[src/design/dlcs_pkg.sv]
// Package of constants for the debug link control and status registers
package dlcs_pkg;
  // Register offsets
  localparam logic [3:0] DLCS_OFS_REV   = 4'h0;
  localparam logic [3:0] DLCS_OFS_ERR   = 4'h1;
  localparam logic [3:0] DLCS_OFS_LCTL  = 4'h2;
  localparam logic [3:0] DLCS_OFS_LOPT  = 4'h3;
  localparam logic [3:0] DLCS_OFS_KEY   = 4'h7;
  localparam logic [3:0] DLCS_OFS_RST   = 4'h8;
  localparam logic [3:0] DLCS_OFS_CSEL  = 4'h9;
  localparam logic [3:0] DLCS_OFS_SCTL  = 4'ha;
  localparam logic [3:0] DLCS_OFS_SSTAT = 4'hb;
  localparam logic [3:0] DLCS_OFS_CRC   = 4'hc;
  // Field positions
  localparam int DLCS_BIT_IBD   = 7;
  localparam int DLCS_BIT_PAR   = 5;
  localparam int DLCS_BIT_TMO   = 4;
  localparam int DLCS_BIT_RSP   = 3;
  localparam int DLCS_BIT_NACK  = 4;
  localparam int DLCS_BIT_CCD   = 3;
  localparam int DLCS_BIT_DIS   = 2;
  localparam int DLCS_BIT_UROW  = 5;
  localparam int DLCS_BIT_PROG  = 4;
  localparam int DLCS_BIT_ERASE = 3;
  localparam int DLCS_BIT_UDONE = 1;
  localparam int DLCS_BIT_CREQ  = 0;
  // Writable masks
  localparam logic [7:0] DLCS_LCTL_MASK = 8'hbf;
  localparam logic [7:0] DLCS_LOPT_MASK = 8'h1c;
  // Reset values and the reset request signature
  localparam logic [7:0] DLCS_CSEL_RST  = 8'h03;
  localparam logic [7:0] DLCS_SCTL_RST  = 8'h01;
  localparam logic [7:0] DLCS_RST_RUN   = 8'h00;
  localparam logic [7:0] DLCS_RST_SIG   = 8'h59;
  // Error codes
  localparam logic [2:0] DLCS_ERR_NONE  = 3'h0;
  localparam logic [2:0] DLCS_ERR_PAR   = 3'h1;
  localparam logic [2:0] DLCS_ERR_FRM   = 3'h2;
  localparam logic [2:0] DLCS_ERR_TMO   = 3'h3;
  localparam logic [2:0] DLCS_ERR_CLK   = 3'h4;
  localparam logic [2:0] DLCS_ERR_BUS   = 3'h6;
  localparam logic [2:0] DLCS_ERR_CONT  = 3'h7;
  // Timeout in interface clock cycles
  localparam int DLCS_TMO_CYCLES = 65536;
  // Inter-byte gap in idle bits
  localparam int DLCS_IBD_BITS   = 2;
  // Guard time reserved code
  localparam logic [2:0] DLCS_GT_RSVD = 3'h7;
endpackage

[src/design/dlcs_err_if.sv]
// Interface carrying raw link error events to the error capture
`timescale 1ns/1ps
`default_nettype none
interface dlcs_err_if;
  logic parity_err;   // Parity sample wrong
  logic stop_err;     // Stop bit sample wrong
  logic start_err;    // Start bit sample wrong
  logic timeout_err;  // Access layer timed out
  logic bus_err;      // Address or privilege error
  logic cont_err;     // Pin contention seen
  logic parity_off;   // Parity ignored
  logic cont_off;     // Contention check off
  modport src (output parity_err, stop_err, start_err, timeout_err,
               bus_err, cont_err, input parity_off, cont_off);
  modport dst (input parity_err, stop_err, start_err, timeout_err,
               bus_err, cont_err, output parity_off, cont_off);
endinterface
`default_nettype wire

[src/design/dlcs_timeout.sv]
// Access layer response timeout counter
`timescale 1ns/1ps
`default_nettype none
module dlcs_timeout #(
  parameter int TMO_CYCLES = dlcs_pkg::DLCS_TMO_CYCLES
) (
  input  wire logic ref_clk,
  input  wire logic srst,
  input  wire logic wait_start,  // Request sent to access layer
  input  wire logic acc_resp,    // Access layer answered
  input  wire logic check_off,   // Timeout detection disabled
  output logic      expired      // One-cycle timeout pulse
);
  typedef struct packed {
    logic        busy;
    logic [16:0] cnt;
    logic        exp;
  } dlcs_tmo_s;
  dlcs_tmo_s st_r;   // Registered state
  dlcs_tmo_s st_nxt; // Next state

  // Count while waiting; fire once at the limit
  always_comb begin
    st_nxt     = st_r;
    st_nxt.exp = 1'b0;
    if (wait_start) begin
      st_nxt.busy = 1'b1;
      st_nxt.cnt  = '0;
    end else if (acc_resp || check_off) begin
      // Disabling mid-wait drops the wait without a flag
      st_nxt.busy = 1'b0;
    end else if (st_r.busy) begin
      if (st_r.cnt == 17'(TMO_CYCLES - 1)) begin
        st_nxt.exp  = 1'b1;
        st_nxt.busy = 1'b0;
      end else begin
        st_nxt.cnt = st_r.cnt + 17'h1;
      end
    end
  end

  // State register
  always_ff @(posedge ref_clk) begin
    if (srst) begin
      st_r <= '0;
    end else begin
      st_r <= st_nxt;
    end
  end

  assign expired = st_r.exp;
endmodule
`default_nettype wire

[src/design/dlcs_err_capture.sv]
// Error signature capture with clear on read
`timescale 1ns/1ps
`default_nettype none
module dlcs_err_capture (
  input  wire logic ref_clk,
  input  wire logic srst,
  dlcs_err_if.dst   ev,
  input  wire logic parity_off_in,
  input  wire logic cont_off_in,
  input  wire logic rd_clear,    // Debugger read of the signature
  output logic [2:0] sig
);
  typedef struct packed {
    logic [2:0] sig;
  } dlcs_ecap_s;
  dlcs_ecap_s st_r;
  dlcs_ecap_s st_nxt;

  assign ev.parity_off = parity_off_in;
  assign ev.cont_off   = cont_off_in;

  // Priority picks one code when events coincide; a new event wins a read
  always_comb begin
    st_nxt = st_r;
    if (rd_clear) begin
      st_nxt.sig = dlcs_pkg::DLCS_ERR_NONE;
    end
    if (ev.cont_err && !cont_off_in) begin
      st_nxt.sig = dlcs_pkg::DLCS_ERR_CONT;
    end else if (ev.bus_err) begin
      st_nxt.sig = dlcs_pkg::DLCS_ERR_BUS;
    end else if (ev.timeout_err) begin
      st_nxt.sig = dlcs_pkg::DLCS_ERR_TMO;
    end else if (ev.start_err) begin
      st_nxt.sig = dlcs_pkg::DLCS_ERR_CLK;
    end else if (ev.stop_err) begin
      st_nxt.sig = dlcs_pkg::DLCS_ERR_FRM;
    end else if (ev.parity_err && !parity_off_in) begin
      st_nxt.sig = dlcs_pkg::DLCS_ERR_PAR;
    end
  end

  // State register
  always_ff @(posedge ref_clk) begin
    if (srst) begin
      st_r <= '0;
    end else begin
      st_r <= st_nxt;
    end
  end

  assign sig = st_r.sig;
endmodule
`default_nettype wire

[src/design/dlcs_regs.sv]
// Control and status register space of the debug link
`timescale 1ns/1ps
`default_nettype none
module dlcs_regs #(
  parameter logic [3:0] REVISION   = 4'h5, // Arbitrary revision value
  parameter int         TMO_CYCLES = dlcs_pkg::DLCS_TMO_CYCLES
) (
  input  wire logic       ref_clk,
  input  wire logic       srst,
  // Control-space access from the link layer only
  input  wire logic       cs_wr,
  input  wire logic       cs_rd,
  input  wire logic [3:0] cs_addr,
  input  wire logic [7:0] cs_wdata,
  output logic [7:0]      cs_rdata,
  // Raw link events
  input  wire logic       parity_err,
  input  wire logic       stop_err,
  input  wire logic       start_err,
  input  wire logic       bus_err,
  input  wire logic       cont_err,
  input  wire logic       acc_wait_start,
  input  wire logic       acc_resp,
  // Key decode and system status
  input  wire logic       urow_key_ok,
  input  wire logic       prog_key_ok,
  input  wire logic       erase_key_ok,
  input  wire logic       programming_start_flag,
  input  wire logic [7:0] sys_status,
  input  wire logic [7:0] crc_status,
  // Control outputs to the link layer
  output logic            inter_byte_delay_enable,
  output logic            parity_check_off,
  output logic            timeout_check_off,
  output logic            response_signature_off,
  output logic            negative_ack_off,
  output logic            contention_check_off,
  output logic [7:0]      guard_cycles,
  output logic [1:0]      ibd_idle_bits,
  output logic            link_enable,
  output logic            system_clock_request,
  output logic            user_row_done,
  output logic            system_reset,
  output logic [1:0]      link_clock_sel
);
  typedef struct packed {
    logic [7:0] lctl;
    logic [7:0] lopt;
    logic       urow_key;
    logic       prog_key;
    logic       erase_key;
    logic [7:0] rst_req;
    logic [7:0] csel;
    logic [7:0] sctl;
    logic       disabled;
    logic [7:0] rdata;
  } dlcs_regs_s;
  dlcs_regs_s st_r;
  dlcs_regs_s st_nxt;

  logic       tmo_exp;  // Timeout pulse
  logic [2:0] err_sig;  // Captured error code
  logic       rd_err;   // Read of the error register
  logic       rst_wr;   // Write to reset request
  logic       erase_rst;// Reset signature written to reset request

  dlcs_err_if err_bus ();
  assign err_bus.parity_err  = parity_err;
  assign err_bus.stop_err    = stop_err;
  assign err_bus.start_err   = start_err;
  assign err_bus.timeout_err = tmo_exp;
  assign err_bus.bus_err     = bus_err;
  assign err_bus.cont_err    = cont_err;

  // Response watchdog toward the access layer
  dlcs_timeout #(
    .TMO_CYCLES(TMO_CYCLES)
  ) u_tmo (
    .ref_clk    (ref_clk),
    .srst       (srst || st_r.disabled),
    .wait_start (acc_wait_start),
    .acc_resp   (acc_resp),
    .check_off  (st_r.lctl[dlcs_pkg::DLCS_BIT_TMO]),
    .expired    (tmo_exp)
  );

  // Error signature with clear on read
  dlcs_err_capture u_err (
    .ref_clk       (ref_clk),
    .srst          (srst || st_r.disabled),
    .ev            (err_bus.dst),
    .parity_off_in (st_r.lctl[dlcs_pkg::DLCS_BIT_PAR]),
    .cont_off_in   (st_r.lopt[dlcs_pkg::DLCS_BIT_CCD]),
    .rd_clear      (rd_err),
    .sig           (err_sig)
  );

  assign rd_err = cs_rd && (cs_addr == dlcs_pkg::DLCS_OFS_ERR);
  assign rst_wr = cs_wr && (cs_addr == dlcs_pkg::DLCS_OFS_RST);
  assign erase_rst = rst_wr && (cs_wdata == dlcs_pkg::DLCS_RST_SIG);

  // Register updates, key tracking and read data
  always_comb begin
    st_nxt = st_r;
    // Keys set on decode; decode wins a same-cycle clear, but an interface disable clears them
    if (cs_wr && cs_addr == dlcs_pkg::DLCS_OFS_KEY &&
        cs_wdata[dlcs_pkg::DLCS_BIT_UROW]) begin
      st_nxt.urow_key = 1'b0;
    end
    if (urow_key_ok) begin
      st_nxt.urow_key = 1'b1;
    end
    if (programming_start_flag) begin
      st_nxt.prog_key = 1'b0;
    end
    if (prog_key_ok) begin
      st_nxt.prog_key = 1'b1;
    end
    if (erase_rst) begin
      st_nxt.erase_key = 1'b0;
    end
    if (erase_key_ok) begin
      st_nxt.erase_key = 1'b1;
    end
    // Register writes; reserved bits masked off
    if (cs_wr) begin
      unique case (cs_addr)
        dlcs_pkg::DLCS_OFS_LCTL: begin
          st_nxt.lctl = cs_wdata & dlcs_pkg::DLCS_LCTL_MASK;
        end
        dlcs_pkg::DLCS_OFS_LOPT: begin
          st_nxt.lopt = cs_wdata & dlcs_pkg::DLCS_LOPT_MASK;
        end
        dlcs_pkg::DLCS_OFS_RST: begin
          st_nxt.rst_req = cs_wdata;
        end
        dlcs_pkg::DLCS_OFS_CSEL: begin
          // Code zero is reserved; keep the old selection
          if (cs_wdata[1:0] != 2'h0) begin
            st_nxt.csel = {6'h00, cs_wdata[1:0]};
          end
        end
        dlcs_pkg::DLCS_OFS_SCTL: begin
          st_nxt.sctl[dlcs_pkg::DLCS_BIT_CREQ] =
            cs_wdata[dlcs_pkg::DLCS_BIT_CREQ];
          // Done bit settable only while user row key held; otherwise a write clears it
          st_nxt.sctl[dlcs_pkg::DLCS_BIT_UDONE] = st_r.urow_key &&
            cs_wdata[dlcs_pkg::DLCS_BIT_UDONE];
        end
        default: begin
          // Read-only or unmapped: writes ignored here; the key write clear is handled above
        end
      endcase
    end
    // Interface disable: drop configuration, keys and clock request
    if (cs_wr && cs_addr == dlcs_pkg::DLCS_OFS_LOPT &&
        cs_wdata[dlcs_pkg::DLCS_BIT_DIS]) begin
      st_nxt.disabled  = 1'b1;
      st_nxt.lctl      = 8'h00;
      st_nxt.lopt      = 8'h00;
      st_nxt.urow_key  = 1'b0;
      st_nxt.prog_key  = 1'b0;
      st_nxt.erase_key = 1'b0;
      st_nxt.sctl      = 8'h00;
      st_nxt.csel      = dlcs_pkg::DLCS_CSEL_RST;
    end
    // Read data from flip-flops; only the link port reaches here
    st_nxt.rdata = 8'h00;
    if (cs_rd) begin
      unique case (cs_addr)
        dlcs_pkg::DLCS_OFS_REV:   st_nxt.rdata = {REVISION, 4'h0};
        dlcs_pkg::DLCS_OFS_ERR:   st_nxt.rdata = {5'h00, err_sig};
        dlcs_pkg::DLCS_OFS_LCTL:  st_nxt.rdata = st_r.lctl;
        dlcs_pkg::DLCS_OFS_LOPT:  st_nxt.rdata = st_r.lopt;
        dlcs_pkg::DLCS_OFS_KEY:   st_nxt.rdata = {2'h0, st_r.urow_key,
                                    st_r.prog_key, st_r.erase_key, 3'h0};
        dlcs_pkg::DLCS_OFS_RST:   st_nxt.rdata = st_r.rst_req;
        dlcs_pkg::DLCS_OFS_CSEL:  st_nxt.rdata = st_r.csel;
        dlcs_pkg::DLCS_OFS_SCTL:  st_nxt.rdata = st_r.sctl;
        dlcs_pkg::DLCS_OFS_SSTAT: st_nxt.rdata = sys_status;
        dlcs_pkg::DLCS_OFS_CRC:   st_nxt.rdata = {5'h00, crc_status[2:0]};
        default:                  st_nxt.rdata = 8'h00;
      endcase
    end
  end

  // State register; system reset request never resets this block
  always_ff @(posedge ref_clk) begin
    if (srst) begin
      st_r         <= '0;
      st_r.csel    <= dlcs_pkg::DLCS_CSEL_RST;
      st_r.sctl    <= dlcs_pkg::DLCS_SCTL_RST;
      st_r.rst_req <= dlcs_pkg::DLCS_RST_RUN;
    end else begin
      st_r <= st_nxt;
    end
  end

  // Guard time from code; reserved code falls back to longest
  always_comb begin
    if (st_r.lctl[2:0] == dlcs_pkg::DLCS_GT_RSVD) begin
      guard_cycles = 8'h80;
    end else begin
      guard_cycles = 8'(9'h080 >> st_r.lctl[2:0]);
    end
  end

  assign ibd_idle_bits = st_r.lctl[dlcs_pkg::DLCS_BIT_IBD] ?
    2'(dlcs_pkg::DLCS_IBD_BITS) : 2'h0;
  assign inter_byte_delay_enable = st_r.lctl[dlcs_pkg::DLCS_BIT_IBD];
  assign parity_check_off = st_r.lctl[dlcs_pkg::DLCS_BIT_PAR];
  assign timeout_check_off = st_r.lctl[dlcs_pkg::DLCS_BIT_TMO];
  assign response_signature_off = st_r.lctl[dlcs_pkg::DLCS_BIT_RSP];
  assign negative_ack_off = st_r.lopt[dlcs_pkg::DLCS_BIT_NACK];
  assign contention_check_off = st_r.lopt[dlcs_pkg::DLCS_BIT_CCD];
  assign link_enable = !st_r.disabled;
  assign system_clock_request = st_r.sctl[dlcs_pkg::DLCS_BIT_CREQ] &&
    !st_r.disabled;
  assign user_row_done = st_r.sctl[dlcs_pkg::DLCS_BIT_UDONE];
  // Only the signature holds reset; zero and others release
  assign system_reset = (st_r.rst_req == dlcs_pkg::DLCS_RST_SIG);
  assign link_clock_sel = st_r.csel[1:0];
  assign cs_rdata = st_r.rdata;
endmodule
`default_nettype wire

[config.mk]
export PLATFORM = sky130hd
export DESIGN_NAME = dlcs_regs
export DESIGN_NICKNAME = d
export VERILOG_FILES = /design/src/design/dlcs_pkg.sv /design/src/design/dlcs_err_if.sv /design/src/design/dlcs_timeout.sv /design/src/design/dlcs_err_capture.sv /design/src/design/dlcs_regs.sv
export SDC_FILE = /design/constraint.sdc
export NUM_CORES = 1
export LEC_CHECK = 0
export BUFFER_PORTS_ARGS = -buffer_cell sky130_fd_sc_hd__buf_2
export CAP_MARGIN = 20
export CORE_MARGIN = 8
export CORE_UTILIZATION = 53
export CTS_CLUSTER_DIAMETER = 60
export CTS_CLUSTER_SIZE = 30
export DETAILED_ROUTE_END_ITERATION = 12
export MAX_ROUTING_LAYER = met4
export PLACE_DENSITY_LB_ADDON = 0.2
export SYNTH_ARGS = -nofsm -noshare
export SYNTH_HDL_FRONTEND = slang
export SYNTH_SLANG_ARGS = --single-unit
[constraint.sdc]
create_clock -name ref_clk -period 3 [get_ports ref_clk]
set_input_delay 0.3 -clock ref_clk [delete_from_list [all_inputs] [get_ports ref_clk]]
set_output_delay 0.3 -clock ref_clk [all_outputs]
set_load 0.05 [all_outputs]
Yosys cells after proc, flatten, opt, wreduce, memory -nomap -nowiden
Index checks and enable logic that the tools add are counted.
W data, S select, Z words.
{"block": "classes", "n_bitwise": 4, "n_reduce_logical": 35, "n_addsub": 1, "eq_ne": 13, "mux": 26, "n_shift": 1}
{"cell": "$pmux W8 S10", "count": 1}
{"cell": "$mux W18", "count": 2}
{"cell": "$mux W3", "count": 7}
{"cell": "$eq A4 B4 Y1 const B", "count": 5}
{"cell": "$mux W19", "count": 1}
{"cell": "$add A17 B1 Y17 const B", "count": 1}
{"cell": "$eq A17 B16 Y1 const B", "count": 1}
{"cell": "$mux W17", "count": 1}
{"cell": "$eq A8 B7 Y1 const B", "count": 2}
{"cell": "$reduce_bool A2 Y1", "count": 6}
{"cell": "$logic_and A1 B1 Y1", "count": 11}
{"cell": "$mux W1", "count": 11}
{"cell": "$reduce_and A2 Y1", "count": 5}
{"cell": "$eq A4 B2 Y1 const B", "count": 2}
{"cell": "$mux W8", "count": 1}
{"cell": "$shr A8 B3 Y8 const A", "count": 1}
{"cell": "$reduce_bool A7 Y1", "count": 1}
{"cell": "$reduce_and A3 Y1", "count": 2}
{"cell": "$reduce_or A2 Y1", "count": 3}
{"cell": "$eq A4 B1 Y1 const B", "count": 1}
{"cell": "$eq A4 B3 Y1 const B", "count": 1}
{"cell": "$logic_not A4 Y1", "count": 1}
{"cell": "$mux W2", "count": 2}
{"cell": "$not A1 Y1", "count": 4}
{"cell": "other kinds (4)", "count": 7}
{"block": "totals", "input_bits": 43, "output_inout_bits": 30, "reg_bits": 56, "elab_cells": 95}

Logic depth before layout (Yosys ltp)
{"block": "logic_depth", "depth_word": 9, "ltp_mapped": 9, "mapped_depth_nobuf": 8}

By module
A second synthesis with hierarchy kept.
{"block": "unflattened", "cells_unflattened": 332, "hier_area_um2": 2957.8}
{"module": "dlcs_regs", "cells_per_inst": 209, "seq_area_each_um2": 680.7, "n_inst": 1, "area_each_um2": 1830.5}
{"module": "dlcs_timeout", "cells_per_inst": 102, "seq_area_each_um2": 380.4, "n_inst": 1, "area_each_um2": 939.7}
{"module": "dlcs_err_capture", "cells_per_inst": 21, "seq_area_each_um2": 60.1, "n_inst": 1, "area_each_um2": 187.7}

Worst setup path before layout
Ideal clock, no wire load.
{"block": "synth_timing", "kind": "reg-to-reg", "start": "reg u_tmo.st_r[1] (netlist bit)", "end": "reg u_tmo.st_r[14] (netlist bit)", "stages_incl_launch_ff": 9, "required_ns": 2.929, "setup_ns": 0.071, "path_slack_ns": 0.644, "period_less_slack_ns": 2.356, "path_buffers": 0, "arrival_time_ns": 2.285, "cell_sequence": "dfxtp_1 > ha_1 > nand4_1 > nor4_1 > ha_1 > or4b_1 > or4_4 > or3_1 > a21oi_1"}
{"block": "synth_via", "elab_chain_cells": 3, "elab_cells_between_ends": 4, "classes_between": "add/sub (1); eq/ne (1); bitwise (1); reduce/logical (1)"}
{"element": "start: declaration", "line": "dlcs_timeout.sv:19", "source": "dlcs_tmo_s st_r;"}
{"element": "start signal: assignment", "line": "dlcs_timeout.sv:47", "source": "st_r <= st_nxt;"}
{"element": "parallel branches: the longest is 3 deep, another holds $add A17 B1 Y17"}
Parallel ways; which one is timed is not known.
A chain may end at the register's enable or synchronous reset.

Final worst setup path
{"block": "layout_timing", "start": "reg u_tmo.st_r[1] (netlist bit)", "end": "reg u_tmo.st_r[16] (netlist bit)"}
Same word-level chain as after synthesis.

==> flow_summary.json <==
{
  "antenna_cells": 0,
  "max_cap_viol_count": 0,
  "power_mw": 1.356,
  "floorplan.core_area_mm2": 0.005107,
  "hold_buffer_count_at_cts": 0,
  "initial_core_util": 0.5512,
  "post_synth_inst_count": 330,
  "maxSlewViolCount": 0,
  "synth_flop_cell": "sky130_fd_sc_hd__dfxtp_1",
  "clock_skew_ps": 5.029,
  "reg_to_reg_startpoint": "u_tmo.st_r[1]$_SDFFE_PP0P_",
  "dr.pass1.iters": 5,
  "final_antenna_net_count": 0,
  "rrSetupSlack_ps": 460,
  "clk_latency_ps": 320,
  "worstHoldStart": "acc_resp",
  "reg2reg_depth": 8,
  "port_buffer_count": 65,
  "antenna_violations_before_repair": 0,
  "pin_count_of_the_biggest_net_entering_global_routing": 20,
  "post-cts-setup-buffer-count": 0,
  "hold_depth": 2,
  "synth.ff_latch_count": 56,
  "grt_pass1_wl_mm": 11.39,
  "max-clock-path-buffers": 2,
  "status": "completed",
  "power.static_leakage_nw": 1.339,
  "fillCellCount": 492,
  "floorplan.die.width_um": 88.88,
  "cts.root.buffer_cell": "sky130_fd_sc_hd__clkbuf_8",
  "post_detailed_placement_half_perimeter_wirelength_mm": 5.376,
  "async_flop_share": 0,
  "drcViolationCount": 0,
  "post_drt_via_cell_ratio": 5.676,
  "crit_fanout": 4,
  "most_common_cell_after_layout_fill_and_taps_aside": "sky130_fd_sc_hd__buf_2",
  "dr_total_vias": 2520,
  "cts_inserted_buffers": 5,
  "die-area_mm2": 0.007900,
  "number_of_synthesized_flops_with_an_enable_pin": 0,
  "die-height_um": 88.88,
  "number_of_cell_rows": 26,
  "setup_tns_ps": 0,
  "crit_arrival_ps": 2780,
  "layout_cells_sized_above_1": 0.2219,
  "design.portCount": 73,
  "worst_setup_hold_path_clk_slew_ps": 100,
  "ys_top_cells_by_area": "sky130_fd_sc_hd__dfxtp_1 (40%), sky130_fd_sc_hd__mux2i_1 (7.1%), sky130_fd_sc_hd__nor2_1 (5.5%)",
  "power_per_cell_area_mw_per_mm2": 427.6,
  "placed_cell_area_mm2": 0.003077,
  "grt_remaining_overflow": 0,
  "ys.warnings.count": 0,
  "hold_end": "u_tmo.expired$_SDFF_PP0_",
  "timing.final.hold_violations": 0,
  "worst_ep_required_time_ps": 3250,
  "synth.yosys.seq_area_share": 0.3982,
  "path_type_of_the_worst_setup_path": "reg2reg",
  "yosys.cell_types.count": 48,
  "tritoncts": "done",
  "syn2layout_area_growth_pct": 12.67,
  "timing.fmax_mhz": 394.4,
  "clock_tree.htree_level_count": 2,
  "drt-initial-drc-count": 112,
  "nNetsFinal": 418,
  "commonest_cells_after_routing_fill_and_taps_aside": "sky130_fd_sc_hd__buf_2 (65), sky130_fd_sc_hd__dfxtp_1 (56), sky130_fd_sc_hd__nor2_1 (41), sky130_fd_sc_hd__nand2_1 (20), sky130_fd_sc_hd__mux2i_1 (20)",
  "synth.cell_area_mm2": 0.002815,
  "clock_sinks": 56,
  "element_type_at_the_critical_path_end": "flip-flop",
  "post-synth-top-area-fraction": 0.3982,
  "synth.avg_cell_area_um2": 8.531,
  "synth.largest_area_cell": "sky130_fd_sc_hd__dfxtp_1",
  "hold_slack_ps": 178.3,
  "wirelength_mm": 7.117,
  "first_global_vias": 2318,
  "min_period_over_period": 0.8452,
  "layout_min_cycle_time_ps": 2536,
  "globalRouteTotalUtil": 0.1886,
  "finish_stage_setup_viols": 0,
  "finish.instance_area_mm2": 0.003172,
  "slew_headroom": 0.5336,
  "worst_pin_slew_ps": 697.8,
  "min_path_type": "in2reg",
  "cts-resized-gates": 0,
  "vdd_drop_max_uv": 297.1,
  "startpoint": "u_tmo.st_r[1]$_SDFFE_PP0P_",
  "globalplace.congestion": 0.9093,
  "critPathLaunchType": "flip-flop",
  "worstReg2RegEnd": "u_tmo.st_r[16]$_SDFFE_PP0P_",
  "wire_per_inst_um": 16.03,
  "finalCoreUtilization": 0.6210,
  "grt_setup_unrepaired": "no"
}
[per-layer routing]
layer / track usage / up-vias / wire [µm]
met3: 0.04643 / 18 / 619
met1: 0.2326 / 1167 / 3069
met5: - / - / 0
met4: 0.07066 / 0 / 208
li1: - / 1246 / -
met2: 0.2891 / 89 / 3221
[sequential cells by signal (all words and copies together), names as in the netlist]
signal / flops
u_tmo.st_r: 18
parity_check_off: 1
user_row_done: 1
u_err.sig: 3
inter_byte_delay_enable: 1
timeout_check_off: 1
u_tmo.expired: 1
response_signature_off: 1
link_clock_sel: 2
negative_ack_off: 1
contention_check_off: 1
cs_rdata: 8
st_r: 17
[worst max path at each step]
stage / endpoint / slack, ps / depth (start not counted)
6_report: u_tmo.st_r[16]$_SDFFE_PP0P_ / 460 / 8
5_1_grt: u_tmo.st_r[12]$_SDFFE_PP0P_ / 310 / 9
4_1_cts: u_tmo.st_r[16]$_SDFFE_PP0P_ / 470 / 8
3_5_place_dp: u_tmo.st_r[14]$_SDFFE_PP0P_ / 500 / 8
3_3_place_gp: u_tmo.st_r[14]$_SDFFE_PP0P_ / 520 / 8
2_1_floorplan: u_tmo.st_r[14]$_SDFFE_PP0P_ / 640 / 8
[per-stage QoR]
stage / worst slack, ps / instances
2_1_floorplan: 644.4 / 331
3_3_place_gp: 522.3 / 436
3_5_place_dp: 503.3 / 436
4_1_cts: 473.1 / 444
5_1_grt: 310.0 / 444
6_report: 464.5 / 444
[synth_stat cells (2+ instances only)]
cell type / n
sky130_fd_sc_hd__dfxtp_1: 56
sky130_fd_sc_hd__nor2_1: 41
sky130_fd_sc_hd__mux2i_1: 20
sky130_fd_sc_hd__nand2_1: 20
sky130_fd_sc_hd__clkbuf_1: 18
sky130_fd_sc_hd__a21oi_1: 16
sky130_fd_sc_hd__nand3_1: 16
sky130_fd_sc_hd__buf_4: 13
sky130_fd_sc_hd__inv_1: 11
sky130_fd_sc_hd__nor2b_1: 10
sky130_fd_sc_hd__nand4_1: 9
sky130_fd_sc_hd__o21ai_0: 8
sky130_fd_sc_hd__or3_1: 8
sky130_fd_sc_hd__a22o_1: 6
sky130_fd_sc_hd__nor3_1: 6
sky130_fd_sc_hd__nor4_1: 6
sky130_fd_sc_hd__xnor2_1: 6
sky130_fd_sc_hd__a21o_1: 5
sky130_fd_sc_hd__a31oi_1: 5
sky130_fd_sc_hd__and3_1: 5
sky130_fd_sc_hd__nor3b_1: 5
sky130_fd_sc_hd__a22oi_1: 3
sky130_fd_sc_hd__and3b_1: 3
sky130_fd_sc_hd__xor2_1: 3
sky130_fd_sc_hd__a221oi_1: 2
sky130_fd_sc_hd__a31o_2: 2
sky130_fd_sc_hd__and4_1: 2
sky130_fd_sc_hd__ha_1: 2
sky130_fd_sc_hd__mux2_2: 2
sky130_fd_sc_hd__nand2b_1: 2
sky130_fd_sc_hd__nor4b_1: 2
[where the power goes]
part           switching, mW  internal, mW  leakage (nW)
clock                  0.262         0.170        0.0423
sequential            0.0101         0.756         0.454
combinational          0.102        0.0555         0.843
[final cells by class]
| cell class | instances | area, µm² | share of cell area |
|---|---|---|---|
| well taps | 70 | 87.58 | 0.02761 |
| clock inverters | 3 | 26.28 | 0.008284 |
| flip-flops and latches | 56 | 1121 | 0.3535 |
| clock buffers | 5 | 68.82 | 0.02170 |
| repair buffers | 67 | 340.3 | 0.1073 |
| multi-input cells | 232 | 1486 | 0.4686 |
| inverters | 11 | 41.29 | 0.01302 |
[kinds of logic (layout without fill, tap and decap cells)]
| group | after synthesis | count (layout) | synth area share |
|---|---|---|---|
| muxes | 23 | 23 | 0.08711 |
| buffers and inverters | 43 | 86 | 0.07511 |
| DFF | 56 | 56 | 0.3982 |
| xor gates and xnor gates | 9 | 9 | 0.02800 |
| and+or+nand+nor | 142 | 142 | 0.2738 |
| other | 1 | 2 | 0.001332 |
| adders and majority gates | 2 | 2 | 0.008887 |
| AOI/OAI and AO/OA | 54 | 54 | 0.1276 |
[critical path, stage by stage (launching register included)]
cell and delay [ps]:
sky130_fd_sc_hd__dfxtp_1 370, sky130_fd_sc_hd__ha_1 240, sky130_fd_sc_hd__nand4_1 90, sky130_fd_sc_hd__nor4_1 50, sky130_fd_sc_hd__ha_1 220, sky130_fd_sc_hd__or4b_1 530
sky130_fd_sc_hd__or4_4 520, sky130_fd_sc_hd__or3_1 320, sky130_fd_sc_hd__a21oi_1 140
Note: power is estimated with default switching activity, not from simulation.
